<file path="src/inc/pepc_pkg.sv">
// Constants and types for the PCI error and power event control block
// Functional notes
// - An address parity error drives the system error line low for exactly one clock.
// - Data parity errors are reported for every transaction type except special cycles.
// - The parity error line goes active two data clocks after the errored data phase; the block drives it three clocks after.
// - The parity error line stays active at least one clock per errored data phase.
// - The parity error line is sustained tri-state: driven low, then driven high, then released.
// - While power good is low the block holds its reset state and floats every PCI signal.
// - A wake event pulls the power event line low if either wake enable bit is 1.
// - Auxiliary power present high means D3cold is supported, low means no auxiliary power.
// - The LAN-disable strap reading 1 enables the device and reading 0 disables it.
// - The strap is sampled within 1 us after both power good and PCI reset have risen.
// - The flash serial input carries an internal pull-up so the strap reads high unfitted.
// - During PCI reset all PCI outputs but the power event line float and inputs are ignored.
// - Most internal state is reset on the rising edge of PCI reset.
package pepc_pkg;

  // Register byte offsets
  localparam logic [7:0] PEPC_WAKE_CTRL_OFS = 8'h00;
  localparam logic [7:0] PEPC_STATUS_OFS = 8'h04;
  localparam logic [7:0] PEPC_INFO_OFS = 8'h08;
  localparam logic [7:0] PEPC_ERRCNT_OFS = 8'h0c;

  // Wake control fields
  localparam int PEPC_CTRL_PME_EN_BIT = 0;
  localparam int PEPC_CTRL_ADV_EN_BIT = 1;
  localparam logic [1:0] PEPC_CTRL_RST = 2'h0;

  // Status fields, write one to clear
  localparam int PEPC_ST_WAKE_BIT = 0;
  localparam int PEPC_ST_APERR_BIT = 1;
  localparam int PEPC_ST_DPERR_BIT = 2;
  localparam logic [2:0] PEPC_STATUS_RST = 3'h0;

  // Info fields, read only
  localparam int PEPC_INFO_LAN_EN_BIT = 0;
  localparam int PEPC_INFO_STRAP_OK_BIT = 1;
  localparam int PEPC_INFO_AUX_BIT = 2;
  localparam int PEPC_INFO_PME_BIT = 3;
  localparam int PEPC_INFO_PGOOD_BIT = 4;
  localparam int PEPC_INFO_PCIRST_BIT = 5;

  // Error counters, data parity in high half
  localparam int PEPC_CNT_W = 16;
  localparam int PEPC_CNT_DP_LSB = 16;

  // Timing
  localparam int PEPC_PERR_DELAY_CYC = 2;
  localparam int PEPC_CLK_MHZ = 250;
  localparam int PEPC_STRAP_WINDOW_NS = 1000;
  localparam int PEPC_STRAP_WINDOW_CYC = (PEPC_STRAP_WINDOW_NS * PEPC_CLK_MHZ) / 1000;
  localparam logic [7:0] PEPC_STRAP_SAMPLE_CNT = 8'(PEPC_STRAP_WINDOW_CYC - 2);
  localparam logic PEPC_LAN_EN_RST = 1'b1;

  typedef enum logic [2:0] {
    PEPC_STRAP_WAIT = 3'b001,
    PEPC_STRAP_COUNT = 3'b010,
    PEPC_STRAP_DONE = 3'b100
  } pepc_strap_state_t;

endpackage

</file>
<file path="src/rtl/pepc_perr_pipe.sv">
// Delay line placing a data parity report a fixed number of clocks later
`timescale 1ns/1ps
`default_nettype none
module pepc_perr_pipe (
  // Clock and reset
  input wire logic clk_sys_in,
  input wire logic resetn_in,
  input wire logic clear_in,
  // Error per data phase
  input wire logic phase_err_in,
  output logic report_out
);
  logic [pepc_pkg::PEPC_PERR_DELAY_CYC-1:0] stage_reg;

  genvar i;
  generate
    for (i = 0; i < pepc_pkg::PEPC_PERR_DELAY_CYC; i++) begin : g_stage
      always_ff @(posedge clk_sys_in or negedge resetn_in) begin
        if (!resetn_in) begin
          stage_reg[i] <= 1'b0;
        end else if (clear_in) begin
          stage_reg[i] <= 1'b0;
        end else if (i == 0) begin
          stage_reg[i] <= phase_err_in;
        end else begin
          stage_reg[i] <= stage_reg[(i == 0) ? 0 : i-1];
        end
      end
    end
  endgenerate

  // One stage bit per phase keeps back-to-back errors asserted
  assign report_out = stage_reg[pepc_pkg::PEPC_PERR_DELAY_CYC-1];
endmodule
`default_nettype wire

</file>
<file path="src/rtl/pepc_strap.sv">
// LAN-disable strap sampler on the shared flash data input
`timescale 1ns/1ps
`default_nettype none
module pepc_strap (
  // Clock and reset
  input wire logic clk_sys_in,
  input wire logic resetn_in,
  // Power and PCI reset levels
  input wire logic power_good_in,
  input wire logic pci_rst_n_in,
  // Shared strap pin
  input wire logic flash_serial_in,
  // Result
  output logic lan_enable_out,
  output logic strap_valid_out
);
  pepc_pkg::pepc_strap_state_t state_reg;
  logic [7:0] cnt_reg;
  logic both_up;

  assign both_up = power_good_in & pci_rst_n_in;

  always_ff @(posedge clk_sys_in or negedge resetn_in) begin
    if (!resetn_in) begin
      state_reg <= pepc_pkg::PEPC_STRAP_WAIT;
      cnt_reg <= 8'h00;
    end else begin
      case (state_reg)
        pepc_pkg::PEPC_STRAP_WAIT: begin
          cnt_reg <= 8'h00;
          if (both_up) begin
            state_reg <= pepc_pkg::PEPC_STRAP_COUNT;
          end
        end
        pepc_pkg::PEPC_STRAP_COUNT: begin
          if (!both_up) begin
            state_reg <= pepc_pkg::PEPC_STRAP_WAIT;
          end else if (cnt_reg == pepc_pkg::PEPC_STRAP_SAMPLE_CNT) begin
            state_reg <= pepc_pkg::PEPC_STRAP_DONE;
          end else begin
            cnt_reg <= cnt_reg + 8'h01;
          end
        end
        pepc_pkg::PEPC_STRAP_DONE: begin
          if (!both_up) begin
            state_reg <= pepc_pkg::PEPC_STRAP_WAIT;
          end
        end
        default: begin
          state_reg <= pepc_pkg::PEPC_STRAP_WAIT;
        end
      endcase
    end
  end

  // Late sample gives the pin time to settle, still inside the window
  always_ff @(posedge clk_sys_in or negedge resetn_in) begin
    if (!resetn_in) begin
      lan_enable_out <= pepc_pkg::PEPC_LAN_EN_RST;
    end else if (state_reg == pepc_pkg::PEPC_STRAP_COUNT && both_up
                 && cnt_reg == pepc_pkg::PEPC_STRAP_SAMPLE_CNT) begin
      lan_enable_out <= flash_serial_in;
    end
  end

  assign strap_valid_out = (state_reg == pepc_pkg::PEPC_STRAP_DONE);
endmodule
`default_nettype wire

</file>
<file path="src/rtl/pepc_top.sv">
// PCI error reporting, power event and strap control with APB registers
`timescale 1ns/1ps
`default_nettype none
module pepc_top (
  // Clock and reset
  input wire logic clk_sys_in,
  input wire logic resetn_in,
  // APB slave
  input wire logic psel_in,
  input wire logic penable_in,
  input wire logic pwrite_in,
  input wire logic [7:0] paddr_in,
  input wire logic [31:0] pwdata_in,
  output logic [31:0] prdata_out,
  output logic pready_out,
  output logic pslverr_out,
  // System levels
  input wire logic power_good_in,
  input wire logic pci_rst_n_in,
  input wire logic aux_power_present_in,
  // Events from the PCI core
  input wire logic addr_parity_err_in,
  input wire logic data_phase_in,
  input wire logic data_parity_err_in,
  input wire logic special_cycle_in,
  input wire logic wake_event_in,
  // Strap pin
  input wire logic flash_serial_in,
  output logic flash_pullup_en_out,
  // Open-drain system error
  output logic serr_n_out,
  output logic serr_oe_out,
  // Sustained tri-state parity error
  output logic perr_n_out,
  output logic perr_oe_out,
  // Open-drain power event
  output logic pme_n_out,
  output logic pme_oe_out,
  // Device state
  output logic pci_float_out,
  output logic core_reset_out,
  output logic lan_enable_out,
  output logic d3cold_support_out
);
  logic [1:0] wake_control_reg;
  logic [2:0] status_reg;
  logic [2:0] status_next;
  logic [pepc_pkg::PEPC_CNT_W-1:0] aperr_cnt_reg;
  logic [pepc_pkg::PEPC_CNT_W-1:0] dperr_cnt_reg;
  logic pci_rst_n_d_reg;
  logic aux_reg;
  logic serr_pulse_reg;
  logic perr_drive_reg;
  logic perr_park_reg;
  logic pme_active_reg;
  logic pci_rst_rise;
  logic core_clear;
  logic inputs_live;
  logic ap_err;
  logic dp_err;
  logic perr_report;
  logic strap_valid;
  logic apb_setup;
  logic apb_write;
  logic addr_hit;
  logic [31:0] rdata_next;

  // Reset control
  always_ff @(posedge clk_sys_in or negedge resetn_in) begin
    if (!resetn_in) begin
      pci_rst_n_d_reg <= 1'b0;
    end else begin
      pci_rst_n_d_reg <= pci_rst_n_in;
    end
  end

  assign pci_rst_rise = pci_rst_n_in & ~pci_rst_n_d_reg;
  // Power good low holds the core in reset
  assign core_clear = ~power_good_in | pci_rst_rise;
  assign core_reset_out = ~power_good_in;
  // PCI pins float in reset or without power
  assign pci_float_out = ~power_good_in | ~pci_rst_n_in;
  // Inputs are ignored while in either reset
  assign inputs_live = power_good_in & pci_rst_n_in;

  // Qualified error events
  assign ap_err = inputs_live & addr_parity_err_in;
  assign dp_err = inputs_live & data_phase_in & data_parity_err_in
                  & ~special_cycle_in;

  // System error pulse
  always_ff @(posedge clk_sys_in or negedge resetn_in) begin
    if (!resetn_in) begin
      serr_pulse_reg <= 1'b0;
    end else if (core_clear | ~pci_rst_n_in) begin
      serr_pulse_reg <= 1'b0;
    end else begin
      serr_pulse_reg <= ap_err & ~serr_pulse_reg;
    end
  end

  assign serr_n_out = 1'b0;
  assign serr_oe_out = serr_pulse_reg;

  // Parity error delay line
  pepc_perr_pipe u_perr_pipe (
    .clk_sys_in(clk_sys_in),
    .resetn_in(resetn_in),
    .clear_in(core_clear),
    .phase_err_in(dp_err),
    .report_out(perr_report)
  );

  // Drive low, then drive high one clock before releasing
  always_ff @(posedge clk_sys_in or negedge resetn_in) begin
    if (!resetn_in) begin
      perr_drive_reg <= 1'b0;
      perr_park_reg <= 1'b0;
    end else if (core_clear | ~pci_rst_n_in) begin
      perr_drive_reg <= 1'b0;
      perr_park_reg <= 1'b0;
    end else begin
      perr_drive_reg <= perr_report;
      perr_park_reg <= perr_drive_reg & ~perr_report;
    end
  end

  assign perr_n_out = ~perr_drive_reg;
  assign perr_oe_out = perr_drive_reg | perr_park_reg;

  // Strap sampling
  pepc_strap u_strap (
    .clk_sys_in(clk_sys_in),
    .resetn_in(resetn_in),
    .power_good_in(power_good_in),
    .pci_rst_n_in(pci_rst_n_in),
    .flash_serial_in(flash_serial_in),
    .lan_enable_out(lan_enable_out),
    .strap_valid_out(strap_valid)
  );

  // Pull-up always on so an empty flash site reads enabled
  assign flash_pullup_en_out = 1'b1;

  // Auxiliary power level
  always_ff @(posedge clk_sys_in or negedge resetn_in) begin
    if (!resetn_in) begin
      aux_reg <= 1'b0;
    end else begin
      aux_reg <= aux_power_present_in;
    end
  end

  assign d3cold_support_out = aux_reg;

  // APB decode, zero wait states
  assign apb_setup = psel_in & ~penable_in;
  assign apb_write = psel_in & penable_in & pwrite_in;
  assign addr_hit = (paddr_in == pepc_pkg::PEPC_WAKE_CTRL_OFS)
                    | (paddr_in == pepc_pkg::PEPC_STATUS_OFS)
                    | (paddr_in == pepc_pkg::PEPC_INFO_OFS)
                    | (paddr_in == pepc_pkg::PEPC_ERRCNT_OFS);
  assign pready_out = 1'b1;
  assign pslverr_out = psel_in & penable_in & ~addr_hit;

  // Wake enables survive PCI reset, cleared only without power
  always_ff @(posedge clk_sys_in or negedge resetn_in) begin
    if (!resetn_in) begin
      wake_control_reg <= pepc_pkg::PEPC_CTRL_RST;
    end else if (!power_good_in) begin
      wake_control_reg <= pepc_pkg::PEPC_CTRL_RST;
    end else if (apb_write && paddr_in == pepc_pkg::PEPC_WAKE_CTRL_OFS) begin
      wake_control_reg <= pwdata_in[1:0];
    end
  end

  // Sticky status, a new event beats a clear in the same cycle
  always_comb begin
    status_next = status_reg;
    if (apb_write && paddr_in == pepc_pkg::PEPC_STATUS_OFS) begin
      status_next = status_reg & ~pwdata_in[2:0];
    end
    if (pci_rst_rise) begin
      status_next[pepc_pkg::PEPC_ST_APERR_BIT] = 1'b0;
      status_next[pepc_pkg::PEPC_ST_DPERR_BIT] = 1'b0;
    end
    if (wake_event_in) begin
      status_next[pepc_pkg::PEPC_ST_WAKE_BIT] = 1'b1;
    end
    if (ap_err) begin
      status_next[pepc_pkg::PEPC_ST_APERR_BIT] = 1'b1;
    end
    if (dp_err) begin
      status_next[pepc_pkg::PEPC_ST_DPERR_BIT] = 1'b1;
    end
  end

  always_ff @(posedge clk_sys_in or negedge resetn_in) begin
    if (!resetn_in) begin
      status_reg <= pepc_pkg::PEPC_STATUS_RST;
    end else if (!power_good_in) begin
      status_reg <= pepc_pkg::PEPC_STATUS_RST;
    end else begin
      status_reg <= status_next;
    end
  end

  // Error counters saturate rather than wrap
  always_ff @(posedge clk_sys_in or negedge resetn_in) begin
    if (!resetn_in) begin
      aperr_cnt_reg <= '0;
      dperr_cnt_reg <= '0;
    end else if (core_clear) begin
      aperr_cnt_reg <= '0;
      dperr_cnt_reg <= '0;
    end else if (apb_write && paddr_in == pepc_pkg::PEPC_ERRCNT_OFS) begin
      aperr_cnt_reg <= '0;
      dperr_cnt_reg <= '0;
    end else begin
      if (ap_err && aperr_cnt_reg != '1) begin
        aperr_cnt_reg <= aperr_cnt_reg + 16'h0001;
      end
      if (dp_err && dperr_cnt_reg != '1) begin
        dperr_cnt_reg <= dperr_cnt_reg + 16'h0001;
      end
    end
  end

  // Power event line, held until status or both enables clear
  always_ff @(posedge clk_sys_in or negedge resetn_in) begin
    if (!resetn_in) begin
      pme_active_reg <= 1'b0;
    end else begin
      pme_active_reg <= power_good_in & status_next[pepc_pkg::PEPC_ST_WAKE_BIT]
                        & (wake_control_reg[pepc_pkg::PEPC_CTRL_PME_EN_BIT]
                        | wake_control_reg[pepc_pkg::PEPC_CTRL_ADV_EN_BIT]);
    end
  end

  // Not floated by PCI reset, only by loss of power
  assign pme_n_out = 1'b0;
  assign pme_oe_out = pme_active_reg & power_good_in;

  // Read data captured in the setup cycle
  always_comb begin
    rdata_next = 32'h0000_0000;
    case (paddr_in)
      pepc_pkg::PEPC_WAKE_CTRL_OFS: begin
        rdata_next[1:0] = wake_control_reg;
      end
      pepc_pkg::PEPC_STATUS_OFS: begin
        rdata_next[2:0] = status_reg;
      end
      pepc_pkg::PEPC_INFO_OFS: begin
        rdata_next[pepc_pkg::PEPC_INFO_LAN_EN_BIT] = lan_enable_out;
        rdata_next[pepc_pkg::PEPC_INFO_STRAP_OK_BIT] = strap_valid;
        rdata_next[pepc_pkg::PEPC_INFO_AUX_BIT] = aux_reg;
        rdata_next[pepc_pkg::PEPC_INFO_PME_BIT] = pme_active_reg;
        rdata_next[pepc_pkg::PEPC_INFO_PGOOD_BIT] = power_good_in;
        rdata_next[pepc_pkg::PEPC_INFO_PCIRST_BIT] = ~pci_rst_n_in;
      end
      pepc_pkg::PEPC_ERRCNT_OFS: begin
        rdata_next = {dperr_cnt_reg, aperr_cnt_reg};
      end
      default: begin
        rdata_next = 32'h0000_0000;
      end
    endcase
  end

  always_ff @(posedge clk_sys_in or negedge resetn_in) begin
    if (!resetn_in) begin
      prdata_out <= 32'h0000_0000;
    end else if (apb_setup) begin
      prdata_out <= rdata_next;
    end
  end
endmodule
`default_nettype wire

</file>
<file path="config.mk">
export PLATFORM = sky130hd
export DESIGN_NAME = pepc_top
export DESIGN_NICKNAME = d
export VERILOG_FILES = /design/src/inc/pepc_pkg.sv /design/src/rtl/pepc_perr_pipe.sv /design/src/rtl/pepc_strap.sv /design/src/rtl/pepc_top.sv
export SDC_FILE = /design/constraint.sdc
export NUM_CORES = 1
export LEC_CHECK = 0
export ABC_AREA = 1
export BUFFER_PORTS_ARGS = -buffer_cell sky130_fd_sc_hd__buf_2
export CAP_MARGIN = 20
export CORE_ASPECT_RATIO = 0.7
export CORE_MARGIN = 8
export CORE_UTILIZATION = 59
export CTS_CLUSTER_DIAMETER = 30
export DETAILED_ROUTE_END_ITERATION = 16
export GPL_TIMING_DRIVEN = 0
export PLACE_DENSITY = 0.85
export SLEW_MARGIN = 5
export SYNTH_ARGS = -nofsm -noshare
export SYNTH_HDL_FRONTEND = slang
export SYNTH_SLANG_ARGS = --single-unit
</file>
<file path="constraint.sdc">
create_clock -name clk_sys_in -period 3.7 [get_ports clk_sys_in]
set_clock_uncertainty 0.1 [all_clocks]
set_input_delay 0.185 -clock clk_sys_in [delete_from_list [all_inputs] [get_ports clk_sys_in]]
set_output_delay 0.185 -clock clk_sys_in [all_outputs]
set_load 0.005 [all_outputs]
</file>
After elaboration in Yosys (flattened, before gate mapping) --
Cells that the tools add are included.
Word-level totals: output and inout port bits 45, bits in registers 89
Cells by class: reductions and logical operators 13, bitwise operators 34, eq/ne operators 17, mux-type cells 31, add/subtract/negate cells 3
Operators by type and width (count):
- 16-bit 2-to-1 mux | 6
- 16-bit by 1-bit adder with 16-bit output, second input constant | 2
- 16-bit != test, second input constant | 2
- 26-bit 2-to-1 mux | 1
- 3-bit 2-to-1 mux | 6
- 8-bit by 4-bit == test with 1-bit output, second input constant | 2
- 8-bit 2-to-1 mux | 2
- 8-bit one-hot mux with 2 select lines | 1
- 1-bit bitwise AND | 15
- 1-bit inverter | 9
- 3-bit one-hot mux with 3 select lines | 1
- 8-bit by 1-bit adder with 8-bit output, second input constant | 1
- 8-bit by 3-bit == test with 1-bit output, second input constant | 1
- 8-bit == test, second input constant | 1
- 8-bit zero test | 1
- 1-bit 2-to-1 mux | 8
- 2-bit != test, second input constant | 4
- 4-bit by 1-bit != test with 1-bit output, second input constant | 2
- 1-bit OR | 8
- 2-bit one-hot mux with 4 select lines | 1
- 1-bit logical AND | 7
- 2-bit 2-to-1 mux | 3
- 3-bit one-hot mux with 2 select lines | 1
- 3-bit AND reduction | 2
- other kinds (10) | 11

Longest topological paths before layout --
Gate-level depths: netlist of run 1.
depth after elaboration 8, gate-level depth with buffers 10, mapped depth without buffers 10

By module --
A second synthesis of run 1 with hierarchy kept.
Unflattened totals: cells, all modules 681, area, all modules 5038.6 um^2
Modules (own cells, without submodules):
- pepc_top | seq. area each 1876.8 um^2, times used 1, cells each 566, area each 4205.3 um^2
- pepc_strap | seq. area each 302.8 um^2, times used 1, cells each 109, area each 768.2 um^2
- pepc_perr_pipe | seq. area each 50.0 um^2, times used 1, cells each 6, area each 65.1 um^2

Worst setup path after synthesis of run 1 --
No wires, ideal clock.
path type flip-flop to flip-flop, from reg dperr_cnt_reg[1] (netlist name), to reg dperr_cnt_reg[1] (netlist name), data arrival time 1365 ps, path slack 2113 ps, path buffers 1, data required time 3478 ps, stages on the path, launching flop included 10, cells stage by stage dfrtp_1 > ha_1 > nand2_1 > nor2_1 > nand2_1 > nor2_1 > nor2_4 > buf_2 > nand4_1 > o21ai_1
Between the ends: longest elaborated chain between the ends 4, elaborated cells between the ends (all ways) 7
RTL lines:
- start: declaration | line pepc_top.sv:49 | logic [pepc_pkg::PEPC_CNT_W-1:0] dperr_cnt_reg;
- start signal: assignment | line pepc_top.sv:224 | dperr_cnt_reg <= dperr_cnt_reg + 16'h0001;
- 16-bit by 1-bit adder with 16-bit output | line pepc_top.sv:224
- 16-bit 2-to-1 mux | line pepc_top.sv:223 | if (dp_err && dperr_cnt_reg != '1) begin
- 16-bit 2-to-1 mux | line pepc_top.sv:216 | end else if (apb_write && paddr_in == pepc_pkg::PEPC_ERRCNT_OFS) begin
- 16-bit 2-to-1 mux | line pepc_top.sv:213 | end else if (core_clear) begin
Parallel ways exist; a longest one is shown, timed or not. The select of a mux whose other input is x is not followed. A chain may end at the register's enable or synchronous reset.

Worst setup path in the final report of run 1 --
from in pci_rst_n_in, to reg dperr_cnt_reg[1] (netlist name)
Between the ends: longest elaborated chain between the ends 6, elaborated cells between the ends (all ways) 9
RTL lines:
- start: declaration | line pepc_top.sv:19 | input wire logic pci_rst_n_in,
- 1-bit bitwise AND | line pepc_top.sv:84 | assign inputs_live = power_good_in & pci_rst_n_in;
- 1-bit bitwise AND (2 in series) | line pepc_top.sv:88 | assign dp_err = inputs_live & data_phase_in & data_parity_err_in
- 1-bit bitwise AND | line pepc_top.sv:89 | & ~special_cycle_in;
- 1-bit logical AND | line pepc_top.sv:223
- 3-bit nonzero test (no line)
Parallel ways exist; a longest one is shown, timed or not.

==> report_table.html, run 1 <==
<table>
<tr><th>Metric</th><th>Value</th></tr>
<tr><th colspan="2">Run status</th></tr>
<tr><td>Status</td><td>finished, final reports clean</td></tr>
<tr><th colspan="2">Placed design</th></tr>
<tr><td>Placed cells</td><td>808</td></tr>
<tr><td>Placer congestion estimate</td><td>0.914</td></tr>
<tr><td>Port-buffer cells</td><td>65</td></tr>
<tr><td>Post-detailed-placement half-perimeter wirelength</td><td>9280 um</td></tr>
<tr><th colspan="2">Route</th></tr>
<tr><td>Via count of the routed design</td><td>roughly 4700</td></tr>
<tr><td>Total iterations of the first detailed-routing run</td><td>5</td></tr>
<tr><td>Drt first-iter violations</td><td>531</td></tr>
<tr><td>Metal-1 WL</td><td>5520 um</td></tr>
<tr><td>Antenna violation net count after detailed routing</td><td>0</td></tr>
<tr><td>Wire length on met2</td><td>5910 um</td></tr>
<tr><td>Detailed route wirelength on metal3</td><td>1060 um</td></tr>
<tr><td>DRC</td><td>0</td></tr>
<tr><td>Vias per std cell</td><td>roughly 5.6</td></tr>
<tr><td>Wirelength per Cell</td><td>15.3 um</td></tr>
<tr><td>Highest metal used</td><td>met4</td></tr>
<tr><td>Wire length reported by the detailed router</td><td>between 10000 and 15000 um</td></tr>
<tr><th colspan="2">Global routing</th></tr>
<tr><td>Antenna violations before repair</td><td>0</td></tr>
<tr><td>Total gr overflow</td><td>0</td></tr>
<tr><td>Via count of the first global-routing pass</td><td>4474</td></tr>
<tr><td>Maximum number of pins on one net before global-route repair</td><td>47</td></tr>
<tr><td>Wire length of the first global-routing pass</td><td>~21000 um</td></tr>
<tr><td>Global routing usage summed across all routing layers</td><td>0.233</td></tr>
<tr><th colspan="2">Clock network</th></tr>
<tr><td>Clock transition at the registers of the reported paths</td><td>70 ps</td></tr>
<tr><td>Clk Latency, worst-skew pair</td><td>350 ps</td></tr>
<tr><td>Number of H-tree levels</td><td>3</td></tr>
<tr><td>Clock tree root driver cell</td><td>sky130_fd_sc_hd__clkbuf_16</td></tr>
<tr><td>Clock sink count</td><td>89</td></tr>
<tr><td>Number of CTS-inserted buffers</td><td>9</td></tr>
<tr><td>TritonCTS clock tree</td><td>done</td></tr>
<tr><td>Number of setup buffers added after CTS</td><td>0</td></tr>
<tr><td>Clock Path Buffers</td><td>2</td></tr>
<tr><th colspan="2">Power and ir drop</th></tr>
<tr><td>Sequential cell fraction of total power</td><td>0.460</td></tr>
<tr><td>Switching share of power</td><td>0.262</td></tr>
<tr><td>Switching power total</td><td>0.000581 W</td></tr>
<tr><td>Static leakage</td><td>2.79 nW</td></tr>
<tr><td>Cell area power density</td><td>393 nW/um2</td></tr>
<tr><td>Cell internal power dissipation</td><td>0.00164 W</td></tr>
<tr><td>Maximum resistive drop on vdd</td><td>0.311 mV</td></tr>
<tr><td>Combinational group share of total power</td><td>0.109</td></tr>
<tr><td>Clock network fraction of total power</td><td>0.431</td></tr>
<tr><th colspan="2">Timing</th></tr>
<tr><td>Pins Over Slew Limit</td><td>0</td></tr>
<tr><td>Peak Freq</td><td>502 MHz</td></tr>
<tr><td>Final critical-path required period</td><td>1990 ps</td></tr>
<tr><td>Total Neg Setup Slack</td><td>0 ps</td></tr>
<tr><td>Least-Margin Pin Slew</td><td>598 ps</td></tr>
<tr><td>Worst slew margin relative to its limit</td><td>0.601</td></tr>
<tr><td>Fraction of the cycle the final worst path needs</td><td>0.539</td></tr>
<tr><td>RSZ-0062 raised after global routing</td><td>no</td></tr>
<tr><td>Number of hold violations in the final report</td><td>0</td></tr>
<tr><td>Number of setup violations in the final report</td><td>0</td></tr>
<tr><th colspan="2">Die</th></tr>
<tr><td>Die width</td><td>124 um</td></tr>
<tr><td>Boundary Pins</td><td>99</td></tr>
<tr><td>Placeable core region</td><td>7870 um2</td></tr>
<tr><td>Starting Density</td><td>0.611</td></tr>
<tr><td>Count of standard-cell rows</td><td>27</td></tr>
<tr><td>DIE HEIGHT</td><td>~92 um</td></tr>
<tr><td>Overall die area</td><td>11300 um2</td></tr>
<tr><th colspan="2">Job</th></tr>
<tr><td>Maximum capacitance violations</td><td>0</td></tr>
<tr><th colspan="2">Layout</th></tr>
<tr><td>Diode count</td><td>0</td></tr>
<tr><td>Final Instance Count excl. Fillers</td><td>828</td></tr>
<tr><td>Final net count</td><td>780</td></tr>
<tr><td>Area growth from synthesis to final layout</td><td>17.5%</td></tr>
<tr><td>Share of post-route cells with drive strength above 1</td><td>0.161</td></tr>
<tr><td>Max FFs per register</td><td>32</td></tr>
<tr><td>Core Util, Final</td><td>0.718</td></tr>
<tr><th colspan="2">Setup path</th></tr>
<tr><td>Worst-path maximum fanout</td><td>10</td></tr>
<tr><td>Worst-path cell chain</td><td>dlygate4sd3_1, buf_2, nand2_2, nor2_1, inv_1, nor2_4, buf_2, nand4_1, o21ai_1</td></tr>
<tr><td>WP data required</td><td>3870 ps</td></tr>
<tr><td>Type of element capturing the critical path</td><td>flip-flop</td></tr>
<tr><td>CP most frequent cell</td><td>sky130_fd_sc_hd__buf_2</td></tr>
<tr><td>Top delay family on crit path</td><td>buffers and inverters</td></tr>
<tr><td>Data arrival time at the worst-slack endpoint</td><td>between 2000 and 2500 ps</td></tr>
<tr><td>Cell with the largest stage delay on the worst path</td><td>sky130_fd_sc_hd__dlygate4sd3_1</td></tr>
<tr><td>Setup Crit Path Kind</td><td>input port to flip-flop</td></tr>
<tr><td>Kind of start point of the critical path</td><td>input port</td></tr>
<tr><td>Largest stage delay, worst path</td><td>roughly 520 ps</td></tr>
<tr><td>Worst path bufs/invs</td><td>4</td></tr>
<tr><th colspan="2">Synthesis</th></tr>
<tr><td>Summed instance area of the synthesized netlist</td><td>4810 um2</td></tr>
<tr><td>Distinct cell type count after synthesis</td><td>33</td></tr>
<tr><td>FF+latch count, synth</td><td>89</td></tr>
<tr><td>Share of synthesized area occupied by flip-flops and latches</td><td>0.464</td></tr>
<tr><td>Post-synthesis area per instance</td><td>7.52 um2</td></tr>
<tr><td>Synthesized instance count</td><td>639</td></tr>
<tr><td>Yosys warns</td><td>0</td></tr>
<tr><th colspan="2">Min path</th></tr>
<tr><td>Min-delay worst type</td><td>input port to flip-flop</td></tr>
</table>
[layout make-up]
cell class / count / area, um2
inverter: 77 / 289
clock inverter: 5 / 61.3
buffer: 19 / 106
sequential: 89 / 2230
fill: 634 / 2220
multi-input combinational: 456 / 2190
timing repair buffer: 70 / 395
clock buffer: 11 / 253
tap: 101 / 126
[cells in the final DEF (no fill, tap or decap), drive strengths merged]
master / n
ha: 4
nand3b: 2
clkbuf: 18
xor2: 12
o21ai: 39
a21boi: 1
nor2: 80
nand2: 198
dfrtp: 87
o22ai: 1
nor3: 6
conb: 4
or2: 1
bufinv: 1
dfstp: 2
a31o: 1
nand4: 29
o21bai: 1
o31ai: 21
a21oi: 15
buf: 78
nand3: 40
inv: 79
nor4: 1
dlygate4sd3: 4
clkinv: 2
[tightest hold or removal path: cells and delay by family]
family        cells  cell delay [ps]
buf+inv           3              160
simple gates      2              110
[cells in the mapped netlist (all sizes together)]
master	number	share of area
conb	2	0.0016
o21bai	1	0.0016
dfrtp	87	0.45
o21ai	39	0.041
xor2	12	0.022
inv	77	0.060
a21oi	15	0.018
o31ai	21	0.033
nor4	1	0.0013
nand3b	2	0.0031
nor2	80	0.071
buf	12	0.017
a21boi	1	0.0016
ha	4	0.010
nand4	29	0.038
or2	1	0.0013
dfstp	2	0.011
clkbuf	7	0.0055
a31o	1	0.0018
nor3	6	0.0062
nand2	198	0.16
nand3	40	0.042
o22ai	1	0.0013
[power by group through the flow]
stage | sequential (W) | combinational, W | clock [W]
floorplan | 0.00104 | 0.000142 | 0
global placement | 0.00104 | 0.000216 | 0
detailed placement | 0.00104 | 0.000231 | 0
CTS | 0.00102 | 0.000239 | 0.000971
global route | 0.00102 | 0.000271 | 0.00101
finish | 0.00102 | 0.000241 | 0.000957
[final timing paths]
| path | startpoint | slack (ps) | end | depth (start not counted) |
|---|---|---|---|---|
| min | wake_event_in | 30 | status_reg[0] | 5 |
| max | pci_rst_n_in | 1710 | dperr_cnt_reg[1] | 9 |
| min reg2reg | u_perr_pipe.report_out | 350 | perr_park_reg | 1 |
| min in group asynchronous | resetn_in | 290 | wake_control_reg[1] | 2 |
| max reg2reg | dperr_cnt_reg[1] | 1750 | dperr_cnt_reg[7] | 8 |
| max in group asynchronous | resetn_in | 2540 | u_strap.state_reg[0] | 3 |
[cells by family after synthesis]
logic type | after synthesis | synth area share
compound gates | 79 | 0.0984
buf+inv | 96 | 0.0823
simple gates | 357 | 0.322
xor+xnor | 12 | 0.0219
other cells | 2 | 0.00156
flops | 89 | 0.464
fa+ha+maj | 4 | 0.0104
[per-layer routing]
metal / track usage / up-vias
met2: 0.360 / 209
met4: 0.0719 / 0
met1: 0.306 / 2206
li1: - / 2223
met3: 0.0693 / 30
met5: 0 / -
[stage by stage]
stage | power, W | hold slack (ps) | setup WS (ps) | area, um2
after floorplan | 0.00118 | -211 | 2110 | 4810
after global placement | 0.00125 | 194 | 1580 | 5270
after detailed placement | 0.00127 | 125 | 1840 | 5300
after CTS | 0.00223 | 16.8 | 1780 | 5650
after global routing | 0.00230 | 25.6 | 1620 | 5650
final | 0.00222 | 27.1 | 1710 | 5650
[timing repair]
action                                 CTS  global route
gates resized for setup                  0             0
endpoints found under the hold margin   46             0
hold buffers                             4             0
Note: power is estimated with default switching activity, not from simulation.
==> inputs of run 2 (changes only) <==
--- a/config.mk
+++ b/config.mk
@@ -10,11 +10,11 @@
 export CAP_MARGIN = 20
 export CORE_ASPECT_RATIO = 0.7
 export CORE_MARGIN = 8
-export CORE_UTILIZATION = 59
+export CORE_UTILIZATION = 55
 export CTS_CLUSTER_DIAMETER = 30
 export DETAILED_ROUTE_END_ITERATION = 16
 export GPL_TIMING_DRIVEN = 0
-export PLACE_DENSITY = 0.85
+export PLACE_DENSITY = 0.8
 export SLEW_MARGIN = 5
 export SYNTH_ARGS = -nofsm -noshare
 export SYNTH_HDL_FRONTEND = slang
==> constraint.sdc (replaced) <==
create_clock -name clk_sys_in -period 1.96 [get_ports clk_sys_in]
set_clock_uncertainty 0.1 [all_clocks]
set_input_delay 0.098 -clock clk_sys_in [delete_from_list [all_inputs] [get_ports clk_sys_in]]
set_output_delay 0.098 -clock clk_sys_in [all_outputs]
set_load 0.005 [all_outputs]
==> report_table.html, run 2 (synthesis gave the netlist of run 1 again) <==
<table>
<tr><th>Metric</th><th>Value</th></tr>
<tr><th colspan="2">Clock network</th></tr>
<tr><td>Clock sink count</td><td>89</td></tr>
<tr><td>Number of CTS-inserted buffers</td><td>9</td></tr>
<tr><td>Clock Path Buffers</td><td>2</td></tr>
<tr><td>Number of setup buffers added after CTS</td><td>0</td></tr>
<tr><td>Clock transition at the registers of the reported paths</td><td>70 ps</td></tr>
<tr><td>Clk Latency, worst-skew pair</td><td>~350 ps</td></tr>
<tr><td>Number of H-tree levels</td><td>3</td></tr>
<tr><td>TritonCTS clock tree</td><td>done</td></tr>
<tr><td>Clock tree root driver cell</td><td>sky130_fd_sc_hd__clkbuf_16</td></tr>
<tr><th colspan="2">Timing</th></tr>
<tr><td>RSZ-0062 raised after global routing</td><td>no</td></tr>
<tr><td>Least-Margin Pin Slew</td><td>572 ps</td></tr>
<tr><td>Peak Freq</td><td>548 MHz</td></tr>
<tr><td>Hold slack final</td><td>~36 ps</td></tr>
<tr><td>Least setup slack across all paths after layout</td><td>135 ps</td></tr>
<tr><td>Number of hold violations in the final report</td><td>0</td></tr>
<tr><td>Fraction of the cycle the final worst path needs</td><td>0.931</td></tr>
<tr><td>Pins Over Slew Limit</td><td>0</td></tr>
<tr><td>Worst slew margin relative to its limit</td><td>0.619</td></tr>
<tr><td>Number of setup violations in the final report</td><td>0</td></tr>
<tr><td>Final critical-path required period</td><td>1820 ps</td></tr>
<tr><th colspan="2">Setup path</th></tr>
<tr><td>Worst-path cell chain</td><td>ha_4, nand2_1, nor2_2, nand2_2, nor2_1, nand2_1, nand2_2, nand2_2, nand2_1, nand2_1</td></tr>
<tr><td>Cell with the largest stage delay on the worst path</td><td>sky130_fd_sc_hd__dfrtp_2</td></tr>
<tr><td>Type of element capturing the critical path</td><td>flip-flop</td></tr>
<tr><td>Setup Crit Path Kind</td><td>flip-flop to flip-flop</td></tr>
<tr><td>Data arrival time at the worst-slack endpoint</td><td>1960 ps</td></tr>
<tr><td>CP most frequent cell</td><td>sky130_fd_sc_hd__nand2_1</td></tr>
<tr><td>Worst-path maximum fanout</td><td>8</td></tr>
<tr><td>WP data required</td><td>about 2100 ps</td></tr>
<tr><td>Kind of start point of the critical path</td><td>flip-flop</td></tr>
<tr><td>Largest stage delay, worst path</td><td>420 ps</td></tr>
<tr><th colspan="2">Power and ir drop</th></tr>
<tr><td>Switching power total</td><td>between 0.001 and 0.0015 W</td></tr>
<tr><td>Cell area power density</td><td>around 730 nW/um2</td></tr>
<tr><td>Maximum resistive drop on vdd</td><td>0.785 mV</td></tr>
<tr><td>Switching share of power</td><td>0.264</td></tr>
<tr><td>Static leakage</td><td>between 2 and 3 nW</td></tr>
<tr><td>Clock network fraction of total power</td><td>0.429</td></tr>
<tr><td>Combinational group share of total power</td><td>0.111</td></tr>
<tr><td>Sequential cell fraction of total power</td><td>0.459</td></tr>
<tr><td>Cell internal power dissipation</td><td>about 0.0031 W</td></tr>
<tr><th colspan="2">Placed design</th></tr>
<tr><td>Post-detailed-placement half-perimeter wirelength</td><td>about 9400 um</td></tr>
<tr><td>Placer congestion estimate</td><td>0.899</td></tr>
<tr><td>Port-buffer cells</td><td>between 60 and 70</td></tr>
<tr><td>Worst slack at placement</td><td>slightly below 50 ps</td></tr>
<tr><th colspan="2">Layout</th></tr>
<tr><td>Final net count</td><td>785</td></tr>
<tr><td>Leading cell type in the layout, fill and taps excluded</td><td>sky130_fd_sc_hd__nand2_1</td></tr>
<tr><td>Max FFs per register</td><td>32</td></tr>
<tr><td>Area growth from synthesis to final layout</td><td>19.9%</td></tr>
<tr><td>Highest-count cells in the layout ignoring fill and taps</td><td>sky130_fd_sc_hd__nand2_1 (189), sky130_fd_sc_hd__dfrtp_1 (85), sky130_fd_sc_hd__inv_1 (74)</td></tr>
<tr><td>Share of post-route cells with drive strength above 1</td><td>0.171</td></tr>
<tr><th colspan="2">Route</th></tr>
<tr><td>Vias per std cell</td><td>5.42</td></tr>
<tr><td>Wirelength per Cell</td><td>roughly 15 um</td></tr>
<tr><td>Via count of the routed design</td><td>roughly 4600</td></tr>
<tr><td>Drt first-iter violations</td><td>600</td></tr>
<tr><td>Antenna violation net count after detailed routing</td><td>0</td></tr>
<tr><td>Total iterations of the first detailed-routing run</td><td>6</td></tr>
<tr><td>Wire length reported by the detailed router</td><td>13100 um</td></tr>
<tr><td>DRC</td><td>0</td></tr>
<tr><th colspan="2">Min path</th></tr>
<tr><td>Min-delay worst type</td><td>input port to flip-flop</td></tr>
<tr><th colspan="2">Run status</th></tr>
<tr><td>Status</td><td>finished, final reports clean</td></tr>
<tr><th colspan="2">Die</th></tr>
<tr><td>Count of standard-cell rows</td><td>28</td></tr>
<tr><td>DIE HEIGHT</td><td>94.2 um</td></tr>
<tr><td>Die width</td><td>128 um</td></tr>
<tr><td>Placeable core region</td><td>between 8000 and 9000 um2</td></tr>
<tr><td>Starting Density</td><td>0.567</td></tr>
<tr><td>Boundary Pins</td><td>99</td></tr>
<tr><td>Overall die area</td><td>12000 um2</td></tr>
<tr><th colspan="2">Job</th></tr>
<tr><td>Maximum capacitance violations</td><td>0</td></tr>
<tr><th colspan="2">Global routing</th></tr>
<tr><td>Global routing usage summed across all routing layers</td><td>0.224</td></tr>
<tr><td>Wire length of the first global-routing pass</td><td>21500 um</td></tr>
<tr><td>Via count of the first global-routing pass</td><td>4597</td></tr>
<tr><td>Antenna violations before repair</td><td>1</td></tr>
<tr><td>Maximum number of pins on one net before global-route repair</td><td>between 40 and 50</td></tr>
<tr><td>Total gr overflow</td><td>0</td></tr>
</table>
run 2: changes by cell type in the layout (fill, tap and decap cells not counted), sizes merged:
cell,delta
diode,+1
dlygate4sd3,+5
inv,-2
clkinvlp,+1
clkinv,+1
run 2: power by group through the flow:
stage,Sequential [W],Clock [W],Combinational [W]
4_1_cts,0.00193,0.00182,0.000457
3_5_place_dp,0.00196,0,0.000440
6_report,0.00193,0.00181,0.000468
3_3_place_gp,0.00196,0,0.000409
2_1_floorplan,0.00195,0,0.000268
5_1_grt,0.00194,0.00188,0.000514
run 2: stage by stage:
| step | utilization | power (W) | std cells | cell area, um2 | TNS, ps |
|---|---|---|---|---|---|
| floorplan | - | 0.00222 | 641 | 4810 | 0 |
| global placement | 0.624 | 0.00237 | 826 | 5290 | -7140 |
| detailed placement | 0.627 | 0.00240 | 827 | 5320 | 0 |
| CTS | 0.676 | 0.00420 | 852 | 5730 | 0 |
| global route | 0.680 | 0.00433 | 853 | 5760 | 0 |
| finish | 0.680 | 0.00421 | 853 | 5760 | 0 |
run 2: final timing paths:
path	startpoint	endpoint	slack (ps)	cells past startpoint
setup / recovery	aperr_cnt_reg[1]	aperr_cnt_reg[7]	140	10
hold / removal	penable_in	prdata_out[22]	40	4
setup reg to reg	aperr_cnt_reg[1]	aperr_cnt_reg[7]	140	10
hold reg to reg	serr_oe_out	serr_oe_out	350	1
max in group asynchronous	resetn_in	aperr_cnt_reg[0]	950	3
min in group asynchronous	resetn_in	u_strap.state_reg[2]	190	2
run 2: cell type report:
| class | instances | area (um2) |
|---|---|---|
| multi-input cells | 456 | 2220 |
| diodes | 1 | 2.50 |
| repair buffers | 75 | 445 |
| plain buffers | 19 | 109 |
| clock inverters | 5 | 63.8 |
| clock buffers | 11 | 253 |
| well taps | 120 | 150 |
| fillers | 710 | 2710 |
| inverters | 77 | 289 |
| flip-flops and latches | 89 | 2230 |
run 2: timing repair:
action                                 in CTS  in global routing
endpoints found under the hold margin      48                  0
hold buffers                                9                  0
setup endpoints to repair                   1                 27
gates resized for setup                     1                 11
cloned                                      0                  0
pin swaps                                   0                  1
run 2: metal layers:
metal,global-route usage,part of all wire
met1,0.275,0.44
met3,0.0561,0.068
met4,0.0857,0.020
met5,0,0
met2,0.376,0.47
run 2: worst max-delay path: cells and delay by family, from the launching register on:
kind          cells  cell delay (ps)
fa+ha+maj         1              170
flops             1              420
simple gates      9             1030
==> inputs of run 3 (changes only) <==
--- a/config.mk
+++ b/config.mk
@@ -15,6 +15,7 @@
 export DETAILED_ROUTE_END_ITERATION = 16
 export GPL_TIMING_DRIVEN = 0
 export PLACE_DENSITY = 0.8
+export RECOVER_POWER = 50
 export SLEW_MARGIN = 5
 export SYNTH_ARGS = -nofsm -noshare
 export SYNTH_HDL_FRONTEND = slang
==> report_table.html, run 3 (synthesis gave the netlist of run 1 again) <==
<table>
<tr><th>Metric</th><th>Value</th></tr>
<tr><th colspan="2">Timing</th></tr>
<tr><td>Total Neg Setup Slack</td><td>0 ps</td></tr>
<tr><td>Number of setup violations in the final report</td><td>0</td></tr>
<tr><td>Final critical-path required period</td><td>1850 ps</td></tr>
<tr><td>Peak Freq</td><td>approximately 540 MHz</td></tr>
<tr><td>Hold slack final</td><td>40.7 ps</td></tr>
<tr><td>Fraction of the cycle the final worst path needs</td><td>0.943</td></tr>
<tr><td>Worst slew margin relative to its limit</td><td>0.279</td></tr>
<tr><td>Least-Margin Pin Slew</td><td>~1100 ps</td></tr>
<tr><td>Number of hold violations in the final report</td><td>0</td></tr>
<tr><td>Pins Over Slew Limit</td><td>0</td></tr>
<tr><td>RSZ-0062 raised after global routing</td><td>no</td></tr>
<tr><th colspan="2">Layout</th></tr>
<tr><td>Max FFs per register</td><td>32</td></tr>
<tr><td>Post-layout instance area</td><td>between 5000 and 6000 um2</td></tr>
<tr><td>Final net count</td><td>785</td></tr>
<tr><td>Share of post-route cells with drive strength above 1</td><td>0.137</td></tr>
<tr><td>Leading cell type in the layout, fill and taps excluded</td><td>sky130_fd_sc_hd__nand2_1</td></tr>
<tr><td>Highest-count cells in the layout ignoring fill and taps</td><td>sky130_fd_sc_hd__nand2_1 (189), sky130_fd_sc_hd__dfrtp_1 (85), sky130_fd_sc_hd__inv_1 (74)</td></tr>
<tr><td>Area growth from synthesis to final layout</td><td>19.2%</td></tr>
<tr><th colspan="2">Die</th></tr>
<tr><td>DIE HEIGHT</td><td>94.2 um</td></tr>
<tr><td>Starting Density</td><td>0.567</td></tr>
<tr><td>Overall die area</td><td>12000 um2</td></tr>
<tr><td>Placeable core region</td><td>about 8500 um2</td></tr>
<tr><td>Die width</td><td>128 um</td></tr>
<tr><td>Count of standard-cell rows</td><td>28</td></tr>
<tr><td>Boundary Pins</td><td>99</td></tr>
<tr><th colspan="2">Power and ir drop</th></tr>
<tr><td>Sequential cell fraction of total power</td><td>0.460</td></tr>
<tr><td>Clock network fraction of total power</td><td>0.430</td></tr>
<tr><td>Maximum resistive drop on vdd</td><td>0.784 mV</td></tr>
<tr><td>Combinational group share of total power</td><td>0.111</td></tr>
<tr><td>Cell area power density</td><td>around 730 nW/um2</td></tr>
<tr><td>Switching power total</td><td>0.00111 W</td></tr>
<tr><td>Cell internal power dissipation</td><td>0.00309 W</td></tr>
<tr><td>Switching share of power</td><td>0.264</td></tr>
<tr><td>Static leakage</td><td>2.70 nW</td></tr>
<tr><th colspan="2">Clock network</th></tr>
<tr><td>Number of H-tree levels</td><td>3</td></tr>
<tr><td>Clock transition at the registers of the reported paths</td><td>around 60 ps</td></tr>
<tr><td>Number of setup buffers added after CTS</td><td>0</td></tr>
<tr><td>Clock tree root driver cell</td><td>sky130_fd_sc_hd__clkbuf_16</td></tr>
<tr><td>Number of CTS-inserted buffers</td><td>9</td></tr>
<tr><td>Clock sink count</td><td>89</td></tr>
<tr><td>TritonCTS clock tree</td><td>done</td></tr>
<tr><td>Clock Path Buffers</td><td>2</td></tr>
<tr><td>Clk Latency, worst-skew pair</td><td>between 300 and 400 ps</td></tr>
<tr><th colspan="2">Route</th></tr>
<tr><td>Wirelength per Cell</td><td>15.4 um</td></tr>
<tr><td>Antenna violation net count after detailed routing</td><td>0</td></tr>
<tr><td>Via count of the routed design</td><td>4661</td></tr>
<tr><td>Vias per std cell</td><td>5.46</td></tr>
<tr><td>Wire length reported by the detailed router</td><td>13100 um</td></tr>
<tr><td>Drt first-iter violations</td><td>546</td></tr>
<tr><td>Total iterations of the first detailed-routing run</td><td>5</td></tr>
<tr><td>DRC</td><td>0</td></tr>
<tr><th colspan="2">Setup path</th></tr>
<tr><td>WP data required</td><td>around 2100 ps</td></tr>
<tr><td>Type of element capturing the critical path</td><td>flip-flop</td></tr>
<tr><td>Setup Crit Path Kind</td><td>input port to flip-flop</td></tr>
<tr><td>Kind of start point of the critical path</td><td>input port</td></tr>
<tr><td>Depth of the worst register-to-register path</td><td>10</td></tr>
<tr><td>Launching point of the worst reg2reg path</td><td>aperr_cnt_reg[1]</td></tr>
<tr><td>Data arrival time at the worst-slack endpoint</td><td>a little over 2000 ps</td></tr>
<tr><td>Register-to-register setup slack</td><td>140 ps</td></tr>
<tr><td>Worst-path maximum fanout</td><td>10</td></tr>
<tr><td>RR Endpoint</td><td>aperr_cnt_reg[7]</td></tr>
<tr><th colspan="2">Run status</th></tr>
<tr><td>Status</td><td>finished, final reports clean</td></tr>
<tr><th colspan="2">Min path</th></tr>
<tr><td>Min-delay worst type</td><td>input port to flip-flop</td></tr>
<tr><td>Hold Crit Start</td><td>penable_in</td></tr>
<tr><td>Sink of the worst hold path</td><td>prdata_out[22]</td></tr>
<tr><td>Count of cells along the worst hold path</td><td>4</td></tr>
<tr><th colspan="2">Placed design</th></tr>
<tr><td>Placer congestion estimate</td><td>0.899</td></tr>
<tr><td>Port-buffer cells</td><td>65</td></tr>
<tr><td>Standard cell area after detailed placement</td><td>5320 um2</td></tr>
<tr><td>Post-detailed-placement half-perimeter wirelength</td><td>9440 um</td></tr>
<tr><th colspan="2">Global routing</th></tr>
<tr><td>Antenna violations before repair</td><td>1</td></tr>
<tr><td>Global routing usage summed across all routing layers</td><td>0.224</td></tr>
<tr><td>Via count of the first global-routing pass</td><td>approximately 4600</td></tr>
<tr><td>Wire length of the first global-routing pass</td><td>21500 um</td></tr>
<tr><td>Maximum number of pins on one net before global-route repair</td><td>49</td></tr>
<tr><td>Total gr overflow</td><td>0</td></tr>
<tr><th colspan="2">Job</th></tr>
<tr><td>Maximum capacitance violations</td><td>0</td></tr>
</table>
## run 3: worst max-delay path by stage
stage                             to  cells past startpoint        startpoint
detailed placement  aperr_cnt_reg[7]                     10  aperr_cnt_reg[1]
finish              dperr_cnt_reg[3]                      9      pci_rst_n_in
global route        dperr_cnt_reg[7]                      8  dperr_cnt_reg[1]
global placement      prdata_out[27]                      1         resetn_in
CTS                 aperr_cnt_reg[7]                     10  aperr_cnt_reg[1]
floorplan           dperr_cnt_reg[1]                      9  dperr_cnt_reg[1]
## run 3: layout make-up
cell class | instances | area [um2]
antenna | 1 | 2.50
buffer | 19 | 104
multi-input combinational | 456 | 2220
timing repair buffer | 75 | 414
sequential | 89 | 2230
clock buffer | 11 | 253
clock inverter | 5 | 63.8
fill | 713 | 2750
inverter | 77 | 289
tap | 120 | 150
## run 3: power by group through the flow
stage / Clock, W / Combinational, W / Sequential, W
after global placement: 0 / 0.000409 / 0.00196
final: 0.00181 / 0.000465 / 0.00193
after global routing: 0.00188 / 0.000510 / 0.00194
after floorplan: 0 / 0.000268 / 0.00195
after detailed placement: 0 / 0.000440 / 0.00196
after CTS: 0.00182 / 0.000457 / 0.00193
## run 3: layer usage
layer | GRT usage | share of wire
met2 | 0.376 | 0.48
met1 | 0.275 | 0.42
met5 | 0 | 0
met3 | 0.0561 | 0.077
met4 | 0.0857 | 0.020
## run 3: timing repair
action                                  4_1_cts  5_1_grt
endpoints found under the hold margin        48        0
pin swaps                                     0        1
endpoints found under the setup margin        1       27
hold buffers                                  9        0
resized for setup                             1       11
## run 3: critical path, stage by stage
cell and delay [ps]:
sky130_fd_sc_hd__dlygate4sd3_1 520, sky130_fd_sc_hd__clkbuf_1 150, sky130_fd_sc_hd__nand2_2 180, sky130_fd_sc_hd__nor2_2 250, sky130_fd_sc_hd__inv_1 160, sky130_fd_sc_hd__nor2_4 240, sky130_fd_sc_hd__buf_4 220, sky130_fd_sc_hd__nand4_1 90
sky130_fd_sc_hd__o21ai_1 110
## run 3: through the flow
step                      instances  total power (W)  setup slack, ps   util
after floorplan                 641          0.00222              373      -
after global placement          826          0.00237            -87.3  0.624
after detailed placement        827          0.00240             49.0  0.627
after CTS                       852          0.00420             19.4  0.676
after global routing            853          0.00433             7.93  0.676
final                           853          0.00420              112  0.676
